## src/shared/sgtp_pkg.sv

```systemverilog
// package: register map, fields, codes and timing for the gpio test-set port
package sgtp_pkg;
  // register byte addresses
  localparam logic [7:0] ADDR_CTRL    = 8'h00; // mode, direction, selector
  localparam logic [7:0] ADDR_PAROUT  = 8'h04; // parallel output byte
  localparam logic [7:0] ADDR_BITCMD  = 8'h08; // bit set and clear
  localparam logic [7:0] ADDR_FIXTURE = 8'h0c; // fwd and rev fixture codes
  localparam logic [7:0] ADDR_SEQCMD  = 8'h10; // sequencer command
  localparam logic [7:0] ADDR_SEQSTAT = 8'h14; // sequencer state, inputs
  localparam logic [7:0] ADDR_LOOP    = 8'h18; // loop counter
  localparam logic [7:0] ADDR_LOOPDEC = 8'h1c; // loop counter, five digits
  localparam logic [7:0] ADDR_SIZE    = 8'h20; // sequence size accounting
  // control field positions
  localparam int CTRL_GPIO   = 0; // 1 = general purpose, 0 = printer copy
  localparam int CTRL_SOM_LO = 1; // sequencing output mode, two bits
  localparam int CTRL_FWD    = 3; // 1 = forward measurement
  localparam int CTRL_SEL_LO = 4; // input bit selector, three bits
  // bit command fields
  localparam int BIT_SET = 8; // set the indexed bit
  localparam int BIT_CLR = 9; // clear the indexed bit
  // fixture register field
  localparam int FIX_REV_LO = 4; // reverse code low bit
  // sequencer command fields
  localparam int SEQ_DEST_LO = 4; // destination slot low bit
  // size command fields
  localparam int SIZE_CNT_LO = 4;  // digit count low bit
  localparam int SIZE_CLEAR  = 31; // clear the running total
  // sequencing output modes
  localparam logic [1:0] SOM_STATIC_LOW  = 2'h0;
  localparam logic [1:0] SOM_STATIC_HIGH = 2'h1;
  localparam logic [1:0] SOM_PULSE_HIGH  = 2'h2;
  localparam logic [1:0] SOM_PULSE_LOW   = 2'h3;
  // sequencer opcodes
  localparam logic [2:0] OP_NEXT    = 3'h0; // continue with next command
  localparam logic [2:0] OP_JUMP    = 3'h1; // one-way jump
  localparam logic [2:0] OP_JMP_HI  = 3'h2; // jump if selected input high
  localparam logic [2:0] OP_JMP_LO  = 3'h3; // jump if selected input low
  localparam logic [2:0] OP_CALL    = 3'h4; // call and return
  localparam logic [2:0] OP_RETURN  = 3'h5; // end of called sequence
  localparam logic [2:0] OP_STOP    = 3'h6; // halt the sequencer
  // size kinds and charges
  localparam logic [1:0] KIND_TYPICAL = 2'h0;
  localparam logic [1:0] KIND_TITLE   = 2'h1;
  localparam logic [1:0] KIND_ENTRY   = 2'h2;
  localparam logic [11:0] COST_TYPICAL = 12'h002;
  localparam logic [11:0] COST_TITLE   = 12'h001;
  // slots
  localparam logic [2:0] SLOT_FIRST = 3'h1;
  localparam logic [2:0] SLOT_LAST  = 3'h6;
  localparam logic [2:0] SLOT_AUTO  = 3'h6;
  localparam logic [2:0] IN_BITS_MAX = 3'h4; // highest input index
  // end-of-sweep pulse width
  localparam int CLK_NS      = 50;
  localparam int PULSE_NS    = 1000;
  localparam int PULSE_CYC   = (PULSE_NS + CLK_NS - 1) / CLK_NS;
  localparam logic [4:0] PULSE_CNT = 5'(PULSE_CYC);
  // sequencer states
  typedef enum logic [1:0] {
    SGTP_IDLE = 2'b01,
    SGTP_RUN  = 2'b10
  } sgtp_state_e;
endpackage

```

## src/rtl/sgtp_top.sv

```systemverilog
// design: sequencer gpio port, test-set outputs and apb register file
//
// Implementation choices: the placing of the registers and the APB register port.
`timescale 1ns/1ps
module sgtp_top (
  input  wire logic        pclk,
  input  wire logic        presetn,
  input  wire logic        psel,
  input  wire logic        penable,
  input  wire logic        pwrite,
  input  wire logic [7:0]  paddr,
  input  wire logic [31:0] pwdata,
  output logic             pready,
  output logic [31:0]      prdata,
  output logic             pslverr,
  input  wire logic        preset_req,
  input  wire logic        autostart_titled,
  input  wire logic [4:0]  par_in,
  output logic [7:0]       par_out,
  output logic [2:0]       fixture_code,
  output logic             fixture_valid_n,
  output logic             fwd_dir,
  input  wire logic        sweep_delay,
  input  wire logic        sweep_request,
  output logic             sweep_start,
  input  wire logic        end_of_sweep,
  output logic             seq_out,
  output logic             tset_seq_out,
  input  wire logic        limit_fail,
  output logic             tset_limit_out
);
  // register state
  logic [7:0]  ctrl_reg;      // control register
  logic [7:0]  par_reg;       // parallel output byte
  logic [2:0]  fwd_code_reg;  // forward_fixture_code
  logic [2:0]  rev_code_reg;  // reverse_fixture_code
  logic [2:0]  code_reg;      // code driven on the lines
  logic        strobe_n_reg;  // valid strobe, low while stable
  logic        dir_reg;       // registered direction line
  logic        seq_reg;       // sequencing output flop
  logic [4:0]  pulse_reg;     // end-of-sweep pulse counter
  logic        limit_reg;     // limit copy flop
  logic        pend_reg;      // sweep waiting to start
  logic        start_reg;     // sweep start pulse
  logic [15:0] loop_reg;      // loop counter
  logic [11:0] size_reg;      // accumulated sequence bytes
  logic [31:0] rdata_reg;     // read data captured in setup
  logic        por_reg;       // power-up check already done
  sgtp_pkg::sgtp_state_e state_reg; // sequencer state
  logic [2:0]  slot_reg;      // running slot
  logic [7:0]  pc_reg;        // command index in slot
  logic        ret_ok_reg;    // a return point is stored
  logic [2:0]  ret_slot_reg;  // caller slot
  logic [7:0]  ret_pc_reg;    // caller resume index

  // bus decode helpers
  logic        wr_en;         // write accepted this edge
  logic        setup;         // setup phase of a transfer
  logic        mapped;        // address hits a register
  logic        gpio_mode;     // general purpose mode active
  logic [1:0]  som;           // sequencing output mode
  logic [2:0]  in_sel;        // input_bit_select
  logic        in_bit;        // selected input level
  logic [2:0]  cmd_op;        // opcode of a sequencer write
  logic [2:0]  cmd_dest;      // destination slot of a write
  logic        dest_ok;       // destination is a real slot
  logic        take_jump;     // current write transfers control

  // five-digit decimal rendering of the loop counter
  function automatic logic [19:0] sgtp_to_bcd(input logic [15:0] bin);
    logic [19:0] bcd;
    bcd = 20'h00000;
    for (int i = 15; i >= 0; i--)
    begin
      for (int d = 0; d < 5; d++)
      begin
        if (bcd[d*4 +: 4] > 4'h4)
          bcd[d*4 +: 4] = bcd[d*4 +: 4] + 4'h3;
      end
      bcd = {bcd[18:0], bin[i]};
    end
    return bcd;
  endfunction

  // one-hot mask for an output bit index
  function automatic logic [7:0] sgtp_bit(input logic [2:0] idx);
    return 8'h01 << idx;
  endfunction

  assign setup     = psel & ~penable;
  assign wr_en     = psel & penable & pwrite;
  assign mapped    = (paddr <= sgtp_pkg::ADDR_SIZE) &&
                     (paddr[1:0] == 2'h0);
  assign gpio_mode = ctrl_reg[sgtp_pkg::CTRL_GPIO];
  assign som       = ctrl_reg[sgtp_pkg::CTRL_SOM_LO +: 2];
  assign in_sel    = ctrl_reg[sgtp_pkg::CTRL_SEL_LO +: 3];
  // selectors past the fifth input read low
  assign in_bit    = (in_sel <= sgtp_pkg::IN_BITS_MAX) ?
                     par_in[in_sel] : 1'b0;
  assign cmd_op    = pwdata[2:0];
  assign cmd_dest  = pwdata[sgtp_pkg::SEQ_DEST_LO +: 3];
  assign dest_ok   = (cmd_dest >= sgtp_pkg::SLOT_FIRST) &&
                     (cmd_dest <= sgtp_pkg::SLOT_LAST);
  // which writes move control to the destination slot
  always_comb
  begin
    take_jump = 1'b0;
    case (cmd_op)
      sgtp_pkg::OP_JUMP:   take_jump = 1'b1;
      sgtp_pkg::OP_CALL:   take_jump = 1'b1;
      sgtp_pkg::OP_JMP_HI: take_jump = in_bit;
      sgtp_pkg::OP_JMP_LO: take_jump = ~in_bit;
      default:             take_jump = 1'b0;
    endcase
  end

  // apb answers at once; unmapped addresses give an error
  assign pready  = 1'b1;
  assign pslverr = psel & penable & ~mapped;
  assign prdata  = rdata_reg;

  // read data captured during the setup cycle
  always_ff @(posedge pclk or negedge presetn)
  begin
    if (!presetn)
      rdata_reg <= 32'h00000000;
    else if (setup && !pwrite)
    begin
      if (paddr == sgtp_pkg::ADDR_CTRL)
        rdata_reg <= {24'h000000, ctrl_reg};
      else if (paddr == sgtp_pkg::ADDR_PAROUT)
        rdata_reg <= {24'h000000, par_reg};
      else if (paddr == sgtp_pkg::ADDR_FIXTURE)
        rdata_reg <= {25'h0000000, rev_code_reg, 1'b0, fwd_code_reg};
      else if (paddr == sgtp_pkg::ADDR_SEQSTAT)
        rdata_reg <= {10'h000, par_in, pc_reg, 1'b0, ret_slot_reg,
                      ret_ok_reg, slot_reg, state_reg == sgtp_pkg::SGTP_RUN};
      else if (paddr == sgtp_pkg::ADDR_LOOP)
        rdata_reg <= {16'h0000, loop_reg};
      else if (paddr == sgtp_pkg::ADDR_LOOPDEC)
        rdata_reg <= {12'h000, sgtp_to_bcd(loop_reg)};
      else if (paddr == sgtp_pkg::ADDR_SIZE)
        rdata_reg <= {20'h00000, size_reg};
      else
        rdata_reg <= 32'h00000000;
    end
  end

  // control register; preset returns it to defaults
  always_ff @(posedge pclk or negedge presetn)
  begin
    if (!presetn)
      ctrl_reg <= 8'h00;
    else if (preset_req)
      ctrl_reg <= 8'h00;
    else if (wr_en && paddr == sgtp_pkg::ADDR_CTRL)
      ctrl_reg <= pwdata[7:0];
  end

  // parallel output byte and bit commands
  always_ff @(posedge pclk or negedge presetn)
  begin
    if (!presetn)
      par_reg <= 8'h00;
    else if (preset_req)
      par_reg <= 8'h00;
    else if (wr_en && paddr == sgtp_pkg::ADDR_PAROUT)
      par_reg <= pwdata[7:0];
    else if (wr_en && paddr == sgtp_pkg::ADDR_BITCMD && gpio_mode)
    begin
      if (pwdata[sgtp_pkg::BIT_SET])
        par_reg <= par_reg | sgtp_bit(pwdata[2:0]);
      else if (pwdata[sgtp_pkg::BIT_CLR])
        par_reg <= par_reg & ~sgtp_bit(pwdata[2:0]);
    end
  end
  assign par_out = par_reg;

  // forward and reverse fixture codes
  always_ff @(posedge pclk or negedge presetn)
  begin
    if (!presetn)
    begin
      fwd_code_reg <= 3'h0;
      rev_code_reg <= 3'h0;
    end
    else if (wr_en && paddr == sgtp_pkg::ADDR_FIXTURE)
    begin
      fwd_code_reg <= pwdata[2:0];
      rev_code_reg <= pwdata[sgtp_pkg::FIX_REV_LO +: 3];
    end
  end

  // code lines follow direction; strobe high for one cycle on a change
  always_ff @(posedge pclk or negedge presetn)
  begin
    if (!presetn)
    begin
      code_reg     <= 3'h0;
      dir_reg      <= 1'b0;
      strobe_n_reg <= 1'b1;
    end
    else
    begin
      dir_reg  <= ctrl_reg[sgtp_pkg::CTRL_FWD];
      code_reg <= ctrl_reg[sgtp_pkg::CTRL_FWD] ?
                  fwd_code_reg : rev_code_reg;
      // low only when the lines did not move this edge
      strobe_n_reg <= (code_reg != (ctrl_reg[sgtp_pkg::CTRL_FWD] ?
                       fwd_code_reg : rev_code_reg));
    end
  end
  assign fixture_code    = code_reg;
  assign fixture_valid_n = strobe_n_reg;
  assign fwd_dir         = dir_reg;

  // sweep start held off while the test set asks for delay
  always_ff @(posedge pclk or negedge presetn)
  begin
    if (!presetn)
    begin
      pend_reg  <= 1'b0;
      start_reg <= 1'b0;
    end
    else
    begin
      start_reg <= pend_reg & ~sweep_delay;
      if (pend_reg && !sweep_delay)
        pend_reg <= sweep_request;
      else if (sweep_request)
        pend_reg <= 1'b1;
    end
  end
  assign sweep_start = start_reg;

  // sequencing output and its connector copies
  always_ff @(posedge pclk or negedge presetn)
  begin
    if (!presetn)
    begin
      seq_reg   <= 1'b0;
      pulse_reg <= 5'h00;
      limit_reg <= 1'b0;
    end
    else
    begin
      limit_reg <= limit_fail;
      if (end_of_sweep)
        pulse_reg <= sgtp_pkg::PULSE_CNT;
      else if (pulse_reg != 5'h00)
        pulse_reg <= pulse_reg - 5'h01;
      case (som)
        sgtp_pkg::SOM_STATIC_HIGH: seq_reg <= 1'b1;
        sgtp_pkg::SOM_PULSE_HIGH:  seq_reg <= end_of_sweep ||
                                              pulse_reg > 5'h01;
        sgtp_pkg::SOM_PULSE_LOW:   seq_reg <= !(end_of_sweep ||
                                              pulse_reg > 5'h01);
        default:                   seq_reg <= 1'b0;
      endcase
    end
  end
  assign seq_out        = seq_reg;
  assign tset_seq_out   = seq_reg;
  assign tset_limit_out = limit_reg;

  // loop counter and size accounting
  always_ff @(posedge pclk or negedge presetn)
  begin
    if (!presetn)
    begin
      loop_reg <= 16'h0000;
      size_reg <= 12'h000;
    end
    else
    begin
      if (wr_en && paddr == sgtp_pkg::ADDR_LOOP)
        loop_reg <= pwdata[15:0];
      if (wr_en && paddr == sgtp_pkg::ADDR_SIZE)
      begin
        if (pwdata[sgtp_pkg::SIZE_CLEAR])
          size_reg <= 12'h000;
        else if (pwdata[1:0] == sgtp_pkg::KIND_TYPICAL)
          size_reg <= size_reg + sgtp_pkg::COST_TYPICAL;
        else if (pwdata[1:0] == sgtp_pkg::KIND_TITLE)
          size_reg <= size_reg + sgtp_pkg::COST_TITLE;
        else if (pwdata[1:0] == sgtp_pkg::KIND_ENTRY)
          size_reg <= size_reg +
                      {8'h00, pwdata[sgtp_pkg::SIZE_CNT_LO +: 4]};
      end
    end
  end

  // sequencer: autostart, jumps, call and return
  always_ff @(posedge pclk or negedge presetn)
  begin
    if (!presetn)
    begin
      por_reg      <= 1'b0;
      state_reg    <= sgtp_pkg::SGTP_IDLE;
      slot_reg     <= 3'h0;
      pc_reg       <= 8'h00;
      ret_ok_reg   <= 1'b0;
      ret_slot_reg <= 3'h0;
      ret_pc_reg   <= 8'h00;
    end
    else if (!por_reg)
    begin
      // only the first edge after power-up may autostart
      por_reg <= 1'b1;
      if (autostart_titled)
      begin
        state_reg <= sgtp_pkg::SGTP_RUN;
        slot_reg  <= sgtp_pkg::SLOT_AUTO;
        pc_reg    <= 8'h00;
      end
    end
    else if (preset_req)
    begin
      state_reg  <= sgtp_pkg::SGTP_IDLE;
      ret_ok_reg <= 1'b0;
    end
    else if (wr_en && paddr == sgtp_pkg::ADDR_SEQCMD)
    begin
      case (state_reg)
        sgtp_pkg::SGTP_IDLE:
        begin
          // a jump or call from idle starts the named slot
          if (take_jump && dest_ok)
          begin
            state_reg <= sgtp_pkg::SGTP_RUN;
            slot_reg  <= cmd_dest;
            pc_reg    <= 8'h00;
          end
        end
        sgtp_pkg::SGTP_RUN:
        begin
          if (cmd_op == sgtp_pkg::OP_STOP)
            state_reg <= sgtp_pkg::SGTP_IDLE;
          else if (cmd_op == sgtp_pkg::OP_RETURN)
          begin
            if (ret_ok_reg)
            begin
              slot_reg   <= ret_slot_reg;
              pc_reg     <= ret_pc_reg;
              ret_ok_reg <= 1'b0;
            end
            else
              state_reg <= sgtp_pkg::SGTP_IDLE;
          end
          else if (take_jump && dest_ok)
          begin
            if (cmd_op == sgtp_pkg::OP_CALL)
            begin
              ret_ok_reg   <= 1'b1;
              ret_slot_reg <= slot_reg;
              ret_pc_reg   <= pc_reg + 8'h01;
            end
            slot_reg <= cmd_dest;
            pc_reg   <= 8'h00;
          end
          else
            pc_reg <= pc_reg + 8'h01;
        end
        default:
          state_reg <= sgtp_pkg::SGTP_IDLE;
      endcase
    end
  end

  // checks beside the logic
  a_byte_write: assert property (@(posedge pclk)
    disable iff (!presetn)
    wr_en && paddr == sgtp_pkg::ADDR_PAROUT && !preset_req
    |=> par_out == $past(pwdata[7:0]))
    else $error("byte write not driven");
  a_bit_set: assert property (@(posedge pclk)
    disable iff (!presetn)
    wr_en && paddr == sgtp_pkg::ADDR_BITCMD && gpio_mode && !preset_req
    && pwdata[sgtp_pkg::BIT_SET]
    |=> par_out == ($past(par_out) | sgtp_bit($past(pwdata[2:0]))))
    else $error("bit set wrong");
  a_bit_clear: assert property (@(posedge pclk)
    disable iff (!presetn)
    wr_en && paddr == sgtp_pkg::ADDR_BITCMD && gpio_mode && !preset_req
    && !pwdata[sgtp_pkg::BIT_SET] && pwdata[sgtp_pkg::BIT_CLR]
    |=> par_out == ($past(par_out) & ~sgtp_bit($past(pwdata[2:0]))))
    else $error("bit clear wrong");
  a_copy_mode: assert property (@(posedge pclk)
    disable iff (!presetn)
    wr_en && paddr == sgtp_pkg::ADDR_BITCMD && !gpio_mode && !preset_req
    |=> $stable(par_out))
    else $error("bit command acted in copy mode");
  // codes must stand two samples, else a code write races the lines
  a_code_select: assert property (@(posedge pclk)
    disable iff (!presetn)
    ($stable(ctrl_reg) && $stable(fwd_code_reg) && $stable(rev_code_reg))
    ##1 ($stable(ctrl_reg) && $stable(fwd_code_reg)
    && $stable(rev_code_reg))
    |-> fixture_code == (fwd_dir ? fwd_code_reg : rev_code_reg))
    else $error("fixture code not matching direction");
  a_strobe_valid: assert property (@(posedge pclk)
    disable iff (!presetn)
    !fixture_valid_n |-> $stable(fixture_code))
    else $error("strobe low while code moved");
  a_sweep_hold: assert property (@(posedge pclk)
    disable iff (!presetn)
    sweep_delay |=> !sweep_start)
    else $error("sweep started during delay");
  a_pulse_high: assert property (@(posedge pclk)
    disable iff (!presetn)
    som == sgtp_pkg::SOM_PULSE_HIGH && end_of_sweep
    ##1 som == sgtp_pkg::SOM_PULSE_HIGH |-> seq_out)
    else $error("end sweep pulse missing");
  // limit copy missed its sample while reset was still low
  a_seq_copy: assert property (@(posedge pclk)
    disable iff (!presetn)
    $past(presetn) |-> tset_seq_out == seq_out
    && tset_limit_out == $past(limit_fail))
    else $error("connector copies differ");
  a_call_return: assert property (@(posedge pclk)
    disable iff (!presetn)
    wr_en && paddr == sgtp_pkg::ADDR_SEQCMD && !preset_req && por_reg
    && state_reg == sgtp_pkg::SGTP_RUN
    && cmd_op == sgtp_pkg::OP_CALL && dest_ok
    |=> ret_ok_reg && ret_pc_reg == $past(pc_reg) + 8'h01
        && slot_reg == $past(cmd_dest) && pc_reg == 8'h00)
    else $error("call did not save return point");
  a_preset_idle: assert property (@(posedge pclk)
    disable iff (!presetn)
    por_reg && preset_req |=> state_reg == sgtp_pkg::SGTP_IDLE)
    else $error("preset left sequencer running");
endmodule

```

## config.mk

```make
export PLATFORM = sky130hd
export DESIGN_NAME = sgtp_top
export DESIGN_NICKNAME = d
export VERILOG_FILES = /design/src/shared/sgtp_pkg.sv /design/src/rtl/sgtp_top.sv
export SDC_FILE = /design/constraint.sdc
export NUM_CORES = 1
export LEC_CHECK = 0
export CORE_MARGIN = 2
export CORE_UTILIZATION = 40
export DETAILED_ROUTE_END_ITERATION = 8
export DONT_BUFFER_PORTS = 1
export PLACE_DENSITY = 0.56
export REMOVE_ABC_BUFFERS = 1
export SLEW_MARGIN = 40
export SYNTH_ARGS = -nofsm -noshare
export SYNTH_HDL_FRONTEND = slang
export SYNTH_SLANG_ARGS = --single-unit
```

## constraint.sdc

```tcl
create_clock -name pclk -period 10.65 [get_ports pclk]
set_input_delay 2.6625 -clock pclk [delete_from_list [all_inputs] [get_ports pclk]]
set_output_delay 2.6625 -clock pclk [all_outputs]
set_load 0.005 [all_outputs]
```

# Yosys cells after proc, flatten, opt, wreduce, memory -nomap -nowiden

Cells that the tools add are included.

Flip-flop bits (word level): 122
Bits in latches: 0
RAM bits: 0
Bits in read-only memories: 0
Bits of input ports: 56
Output and inout bits: 51
Memories: 0

Add/subtract/negate cells: 40
Multipliers: 0
Divide/modulo/power cells: 0
$lt $le $gt $ge: 41
Eq/ne operators: 33
Shift-type cells: 1
Multiplexer cells: 308
Bitwise gates (word level): 15
Reduce and logical (&&, ||, !) cells: 40

Operators by type and width:

| operator              | number |
|---|---|
| $mux 4                | 244 |
| $mux 8                | 16 |
| $add 4x2->4 const B   | 30 |
| $gt 4x3->1 const B    | 30 |
| $mux 22               | 3 |
| $mux 12               | 5 |
| $mux 20               | 2 |
| $eq 8x5->1 const B    | 4 |
| $mux 32               | 1 |
| $mux 3                | 10 |
| $add 3x2->4 const B   | 4 |
| $eq 8x4->1 const B    | 2 |
| $mux 2                | 8 |
| $pmux 8 s2            | 1 |
| $gt 3x3->1 const B    | 5 |
| $logic_and 1x1->1     | 13 |
| $add 12x1->12 const B | 1 |
| $add 12x2->12 const B | 1 |
| $add 12x4->12         | 1 |
| $reduce_and 6->1      | 2 |
| $reduce_bool 2->1     | 6 |
| $mux 1                | 11 |
| $mux 5                | 2 |
| $eq 3x3->1 const B    | 3 |
| 45 further kinds      | 73 |

# Depth between registers and ports, before layout

Gate-level depths: netlist (run 1).

Word-level depth: 116
Mapped depth: 50
Depth with buffers taken out: 45

# Worst setup path after synthesis (run 1)

OpenSTA, ideal clock, no wires.

Path kind: reg2reg
From: register loop_reg[13]
To: register rdata_reg[10], in the netlist prdata[10]
Data arrival time: 9.210 ns
Setup slack: 1.311 ns
Cell stages (with the launch flop): 49
Period minus slack after synthesis: 9.339 ns
Cells stage by stage: dfrtp_1 > inv_1 > ha_1 > inv_1 > ha_1 > or2_1 > clkbuf_1 > a31o_1 > and2_4 > buf_6 > nor3_1 > or3_1 > buf_2 > or2_1 > buf_6 > a21boi_0 > a2111oi_4 > nor2_1 > [13 not listed] > a21oi_2 > xor2_2 > inv_2 > ha_1 > a2111oi_4 > or3_4 > inv_2 > ha_1 > buf_1 > o311a_1 > a21o_1 > and4_1 > nor2_1 > ha_1 > a21oi_1 > or4_1 > a21oi_1 > o31ai_1

Longest elaborated chain between the ends: 116
Elaborated cells on any way between the ends: 269
Those cells by class: 27 x add/sub; 27 x order compare; 215 x mux

RTL lines:

| what                                      | RTL line                       | RTL |
|---|---|---|
| from (decl)                               | sgtp_top.sv:45                 | `logic [15:0] loop_reg;` |
| from (signal assigned)                    | sgtp_top.sv:277                | `loop_reg <= pwdata[15:0];` |
| $add 3x2->4 or $gt 3x3->1 (tied branches) | sgtp_top.sv:78, sgtp_top.sv:77 |  |
| $mux 4 (*)                                | sgtp_top.sv:77                 | `if (bcd[d*4 +: 4] > 4'h4)` |
| $mux 4 (*)                                | sgtp_top.sv:140                | `else if (paddr == sgtp_pkg::ADDR_LOOPDEC)` |
| $mux 4 (*)                                | sgtp_top.sv:138                | `else if (paddr == sgtp_pkg::ADDR_LOOP)` |
| $mux 4 (*)                                | sgtp_top.sv:135                | `else if (paddr == sgtp_pkg::ADDR_SEQSTAT)` |
| $mux 4 (*)                                | sgtp_top.sv:133                | `else if (paddr == sgtp_pkg::ADDR_FIXTURE)` |
| $mux 4 (*)                                | sgtp_top.sv:131                | `else if (paddr == sgtp_pkg::ADDR_PAROUT)` |
| $mux 4 (*)                                | sgtp_top.sv:129                | `if (paddr == sgtp_pkg::ADDR_CTRL)` |
| [100 not listed]                          | n/a                            |  |
| $add 4x2->4 or $gt 4x3->1 (tied branches) | sgtp_top.sv:78, sgtp_top.sv:77 |  |
| $mux 4 (*)                                | sgtp_top.sv:77                 |  |
| $mux 20 (*)                               | sgtp_top.sv:140                |  |
| $mux 20 (*)                               | sgtp_top.sv:138                |  |
| $mux 22 (*)                               | sgtp_top.sv:135                |  |
| $mux 22 (*)                               | sgtp_top.sv:133                |  |
| $mux 22 (*)                               | sgtp_top.sv:131                |  |
| $mux 32 (*)                               | sgtp_top.sv:129                |  |
| to (signal assigned)                      | sgtp_top.sv:130                | `rdata_reg <= {24'h000000, ctrl_reg};` |
| to (signal assigned)                      | sgtp_top.sv:132                | `rdata_reg <= {24'h000000, par_reg};` |
| to (signal assigned)                      | sgtp_top.sv:134                | `rdata_reg <= {25'h0000000, rev_code_reg, 1'b0, fwd_code_reg};` |
| to (decl)                                 | sgtp_top.sv:47                 | `logic [31:0] rdata_reg;` |

Every way passes the cells marked *; elsewhere a longest branch is shown, timed or not. The select of a mux whose other input is x is not followed.
A chain may end at the register's enable or synchronous reset.

# Final worst setup path (run 1)

From: register loop_reg[14]
To: register rdata_reg[7], in the netlist prdata[7]

Longest elaborated chain between the ends: 116
Elaborated cells on any way between the ends: 219
Those cells by class: 22 x add/sub; 22 x order compare; 175 x mux

RTL lines:

| what                                      | RTL line |
|---|---|
| $add 3x2->4 or $gt 3x3->1 (tied branches) | sgtp_top.sv:78, sgtp_top.sv:77 |
| $mux 4 (*)                                | sgtp_top.sv:77 |
| $mux 4 (*)                                | sgtp_top.sv:140 |
| $mux 4 (*)                                | sgtp_top.sv:138 |
| $mux 4 (*)                                | sgtp_top.sv:135 |
| $mux 4 (*)                                | sgtp_top.sv:133 |
| $mux 4 (*)                                | sgtp_top.sv:131 |
| $mux 4 (*)                                | sgtp_top.sv:129 |
| [100 not listed]                          | n/a |
| $add 4x2->4 or $gt 4x3->1 (tied branches) | sgtp_top.sv:78, sgtp_top.sv:77 |
| $mux 4 (*)                                | sgtp_top.sv:77 |
| $mux 20 (*)                               | sgtp_top.sv:140 |
| $mux 20 (*)                               | sgtp_top.sv:138 |
| $mux 22 (*)                               | sgtp_top.sv:135 |
| $mux 22 (*)                               | sgtp_top.sv:133 |
| $mux 22 (*)                               | sgtp_top.sv:131 |
| $mux 32 (*)                               | sgtp_top.sv:129 |

Marked as above.

==> metrics, run 1 <==
status complete, no violations; mean routed wirelength per cell 19.23 µm; post-synth top area cell dfrtp_1; CTS buffer count 9; area share of the largest cell type after synthesis 21.68%; Flop pwr share 14.0%; htree depth 3; Crit path largest cell delay 0.56 ns; critical path required time 10.94 ns; worst-path cell with the longest stage delay dfrtp_1; Final Critical Period 9.848 ns; Vias/cell between 6 and 7; FMAX approximately 100 MHz; GRT Residual Overflow 0; clk slew on worst S/H paths 0.08 ns; final WL 38,940 µm; clock sinks about 110; unrepaired setup endpoints after global routing no; synth unique cells 117; Mapped Area 12,700 µm²; crit path launch loop_reg[14]$_DFFE_PN0P_; CP dominant cell by count ha_1; Mean Syn Cell Area roughly 7.8 µm²; Syn. warnings 0; crit path DAT between 10 and 15 ns; num rows 65; Worst-Margin Slew slightly above 0.8 ns; cells after synthesis 1,636; first-pass GRT wire length ~63,000 µm; first drt pass iteration count 5; cell at the root of the clock tree clkbuf_16; fin area 13,580 µm²; hold crit path type reg2reg; initial antenna violation count 0; Layout Skew 0.01242 ns; Finish-stage setup viols 0; vias in the first global route 11,790; Setup TNS 0 ns; Final Util 43.27%; count leader, synth nand2_1; 1st-iter DRT viols around 1,400; post-CTS setup buffer count 0; max reg flops 22; cts hold-fix bufs 0; DIE AREA 33,190 µm²; Die X approximately 180 µm; # fillers 3,197; Total GRT Usage 23.12%; total of max-cap violations 0; Seq cells post-synth around 110; Worst slew margin between 40% and 50%; pin count of the biggest net entering global routing roughly 110; Final WS setup 0.8025 ns; dpl ws just over 0.7 ns; Max IR drop VDD roughly 230 µV; Max clock buf depth 2; number of synthesized flops with an enable pin 0; Worst Setup Start Kind flop; post-CTS sizing 0; Post-synth ARST share 100.0%; vias post-DR 12,780; pins over their slew limit 0; placed standard-cell area 13,270 µm²; Ant. Diodes 0; sequential fraction of the synthesis area 22.09%; Switching Power between 1.5 and 2 mW; DP Cell Count 2,009; Clk network pwr share roughly a tenth; Final Cycle Share roughly 92%; Pint 1.729 mW; Core Footprint 31,390 µm²; P per Cell Area roughly 240 nW/µm²; initial core utilization roughly two fifths; P_leak 5.519 nW; worst skew pair latency 0.37 ns; Routed Antenna Nets 0; Final Hold Fails 0; Multi-input gate area 9151 µm²; Hold Path Origin pend_reg$_DFFE_PN0P_; reg2reg start loop_reg[14]$_DFFE_PN0P_; Comb pwr share 75.6%; Reg area 2806 µm²; Crit. End Element flop; Die Y roughly 180 µm; CP max FO 9; Top FF cell, synth dfrtp_1; HPWL Detailed 28,990 µm; top cells by area, synth dfrtp_1 22%, nand2_1 5.4%, ha_1 5.0%; top post-synthesis cells by count 181 x nand2_1, 139 x nor2_1, 112 x a21oi_1; Placer Congestion 0.9143; io pins 107; I/O Buffers 0; CTS tree yes; Remaining DRCs 0; final std cells w/o fill 2,025; nets@finish between 1,500 and 2,000; switching power share of the total about 48%; worst setup path class reg2reg; layout cells sized above 1 12.20%; Syn-to-layout area delta 6.976%
cells in the final DEF (no fill, tap or decap), types with 17 or more instances in the layout:
cell	instances
nand3_1	56
ha_1	51
o31ai_1	19
dfrtp_1	109
o211ai_1	20
nor2b_1	21
a31oi_1	17
nor4_1	25
nand2_1	181
inv_1	64
nand4_1	26
mux2i_1	37
o21ai_0	110
a21oi_1	112
nor3_1	44
buf_4	78
mux2_2	27
and2_1	20
xnor2_1	37
nor2_1	137
and3_1	22
power by group through the flow:
stage               logic (mW)  clock network (mW)  registers [mW]
floorplan                 1.73                   0           0.464
global placement          2.41                   0           0.470
detailed placement        2.45                   0           0.470
CTS                       2.47               0.345           0.462
global route              2.77               0.368           0.464
finish                    2.49               0.340           0.462
area by class of cell:
class                   instances  area share (%)
repair buffers                 78           4.311
clock buffers                  10           1.759
clock inverters                 6          0.3776
inverters                      66           1.824
well taps                     402           3.703
flip-flops and latches        112           20.66
multi-input cells            1351           67.37
cells by family (layout without fill, tap and decap cells):
logic type | count (synthesis) | after routing | synth area share, %
other | 2 | 12 | 0.05914
and+or+nand+nor | 626 | 626 | 24.34
adders and majority gates | 53 | 53 | 5.271
muxes | 68 | 68 | 5.882
xor gates and xnor gates | 57 | 57 | 4.572
AOI/OAI and AO/OA | 535 | 535 | 31.27
buffers and inverters | 183 | 160 | 6.513
DFF | 112 | 112 | 22.09
worst max-delay path, delay by kind of cell (launching register included):
kind,cells,cell delay [ns]
buffers and inverters,8,0.91
adders and majority gates,7,1.66
DFF,1,0.56
AOI/OAI and AO/OA,14,3.71
muxes,1,0.21
and+or+nand+nor,10,2.18
xor gates and xnor gates,3,0.54
routing by layer:
layer	wire, µm	vias to the layer above	GRT usage (%)
li1	-	6109	-
met4	534	0	4.097
met2	17010	471	35.19
met1	18330	6149	34.10
met5	0	-	0
met3	3060	53	4.630
through the flow:
| step | power [mW] | hold slack [ns] |
|---|---|---|
| after global routing | 3.606 | 0.5088 |
| after floorplan | 2.196 | 0.4413 |
| final | 3.294 | 0.4776 |
| after detailed placement | 2.922 | 0.4617 |
| after CTS | 3.278 | 0.4797 |
| after global placement | 2.883 | 0.4516 |
final timing paths:
| path | end | slack, ns | depth (start not counted) |
|---|---|---|---|
| worst min-delay path | pend_reg$_DFFE_PN0P_ | 0.48 | 1 |
| max in group asynchronous | state_reg[0]$_DFFE_PN1P_ | 8.42 | 0 |
| worst max register to register | prdata[7]$_DFFE_PN0P_ | 0.80 | 43 |
| worst min register to register | pend_reg$_DFFE_PN0P_ | 0.48 | 1 |
| min in group asynchronous | rev_code_reg[1]$_DFFE_PN0P_ | 1.99 | 0 |
| worst max-delay path | prdata[7]$_DFFE_PN0P_ | 0.80 | 43 |
Note: power is estimated with default switching activity, not from simulation.
==> run 2: changes to the inputs <==
CORE_MARGIN = 10   (was 2)
==> run 2 against run 1 <==
Clock skew increased by 0.0022 ns. Critical path type unchanged. Power about the same. Non-clock buffer count grew 6. Final cell count up 0.30%. Die area is 18% higher. Combinational power is essentially flat. Sequential cell count unchanged.
==> metrics, run 2 (synthesized netlist as in run 1, its figures left out) <==
status complete, no violations; CP max FO 10 (+1); DIE AREA 39,270 µm² (+18%); final std cells w/o fill 2,031 (+0.30%); Remaining DRCs 0 (unchanged); commonest non-fill, non-tap cells in the layout 181 x nand2_1, 137 x nor2_1, 112 x a21oi_1, 110 x o21ai_0, 108 x dfrtp_1; Crit. End Element flop; Routed Antenna Nets 0 (unchanged); Worst slew margin 45.11% (+0.13 points); first-pass GRT wire length 63,350 µm (-0.12%); Ant. Diodes 0 (unchanged); HPWL Detailed 29,700 µm (+2.4%); I/O Buffers 0 (unchanged); io pins 107 (unchanged); worst-path cell with the longest stage delay dfrtp_1; post-CTS setup buffer count 0 (unchanged); hold crit path type reg2reg; Final Cycle Share 92.42% (about the same); max reg flops 22 (unchanged); Placer Congestion 0.9321 (+1.9%); initial core utilization 40.35% (-0.10 points); P per Cell Area 241.2 nW/µm² (-0.51%); unrepaired setup endpoints after global routing no; GRT Residual Overflow 0 (unchanged); fin area 13,650 µm² (+0.48%); Max clock buf depth 2 (unchanged); Die Y 198.2 µm (+8.8%); nets@finish 1,732 (+0.35%); CP dominant cell by count ha_1; clk slew on worst S/H paths 0.09 ns (about the same); Layout Skew 0.01461 ns (+0.002189 ns); # fillers 3,226 (+0.91%); commonest non-fill, non-tap cell in the layout nand2_1; final WL 39,590 µm (+1.7%); Syn-to-layout area delta 7.488%; mean routed wirelength per cell 19.49 µm (+1.4%); Setup TNS 0 ns (unchanged); crit path DAT 10.09 ns (-0.05 ns); worst skew pair latency 0.37 ns (about the same); Final Critical Period 9.843 ns (-0.004394 ns); vias in the first global route 11,590 (-1.8%); Worst Setup Start Kind flop; critical path required time 10.90 ns (-0.04 ns); Final Util 43.37% (+0.095 points); htree depth 3 (unchanged); P_leak 5.562 nW (+0.79%); 1st-iter DRT viols 1,105 (-19%); Total GRT Usage 19.50% (-3.6 points); Final Hold Fails 0 (unchanged); layout cells sized above 1 12.58% (+0.38 points); Crit path largest cell delay 0.57 ns (about the same); Vias/cell 6.222 (-1.4%); worst setup path class reg2reg; num rows 65 (unchanged); Final WS setup 0.8069 ns (+0.004394 ns); cts hold-fix bufs 0 (unchanged); first drt pass iteration count 7 (+2); FMAX 101.6 MHz (about the same); top cell family by delay on the critical path simple AND/OR/NAND/NOR gates; Worst-Margin Slew 0.8233 ns (-0.001987 ns); Core Footprint 31,470 µm² (+0.26%); post-CTS sizing 0 (unchanged); Max IR drop VDD 192.2 µV (-17%); CTS buffer count 9 (unchanged); Die X 198.2 µm (+8.8%); placed standard-cell area 13,320 µm² (+0.35%); CTS tree yes; total of max-cap violations 0 (unchanged); initial antenna violation count 0 (unchanged); clock sinks 112 (unchanged); DP Cell Count 2,015 (+0.30%); Finish-stage setup viols 0 (unchanged); pin count of the biggest net entering global routing 113 (unchanged); vias post-DR 12,640 (-1.1%); cell at the root of the clock tree clkbuf_16; dpl ws 0.6634 ns (-0.04698 ns); number of buffer and inverter stages on the critical path 4 (-4); pins over their slew limit 0 (unchanged)
-- run 2: path summary, 6_finish.rpt --
check | slack, ns | depth (start not counted) | to | from
setup / recovery | 0.81 | 40 | prdata[10]$_DFFE_PN0P_ | loop_reg[14]$_DFFE_PN0P_
hold / removal | 0.49 | 1 | pend_reg$_DFFE_PN0P_ | pend_reg$_DFFE_PN0P_
setup reg to reg | 0.81 | 40 | prdata[10]$_DFFE_PN0P_ | loop_reg[14]$_DFFE_PN0P_
hold reg to reg | 0.49 | 1 | pend_reg$_DFFE_PN0P_ | pend_reg$_DFFE_PN0P_
max in group asynchronous | 8.41 | 0 | state_reg[0]$_DFFE_PN1P_ | presetn
min in group asynchronous | 1.99 | 0 | rev_code_reg[1]$_DFFE_PN0P_ | presetn
-- run 2: cell type report --
type / count / area [µm²] / area share, %
sequential: 112 / 2808 / 20.57
timing repair buffer: 84 / 630.6 / 4.620
clock inverter: 7 / 80.08 / 0.5867
clock buffer: 9 / 225.2 / 1.650
tap: 402 / 503.0 / 3.685
inverter: 66 / 247.7 / 1.815
multi-input combinational: 1351 / 9155 / 67.07
-- run 2: stage by stage --
step | hold slack (ns) | power [mW]
5_1_grt | 0.5279 | 3.592
6_report | 0.4904 | 3.292
4_1_cts | 0.4920 | 3.286
3_5_place_dp | 0.4647 | 2.909
2_1_floorplan | 0.4413 | 2.196
3_3_place_gp | 0.4580 | 2.888
-- run 2: power by group --
| group | switching, mW | internal, mW | total (mW) |
|---|---|---|---|
| Combinational | 1.36 | 1.12 | 2.47 |
| Sequential | 0.0222 | 0.441 | 0.464 |
| Clock | 0.185 | 0.169 | 0.355 |
| Total | 1.57 | 1.73 | 3.29 |
-- run 2: layer usage --
layer	up-vias	wire (µm)	global-route usage, %
met1	6072	18480	28.00
li1	6116	-	-
met3	33	3218	4.685
met4	0	429	3.104
met5	-	0	0
met2	415	17460	29.19
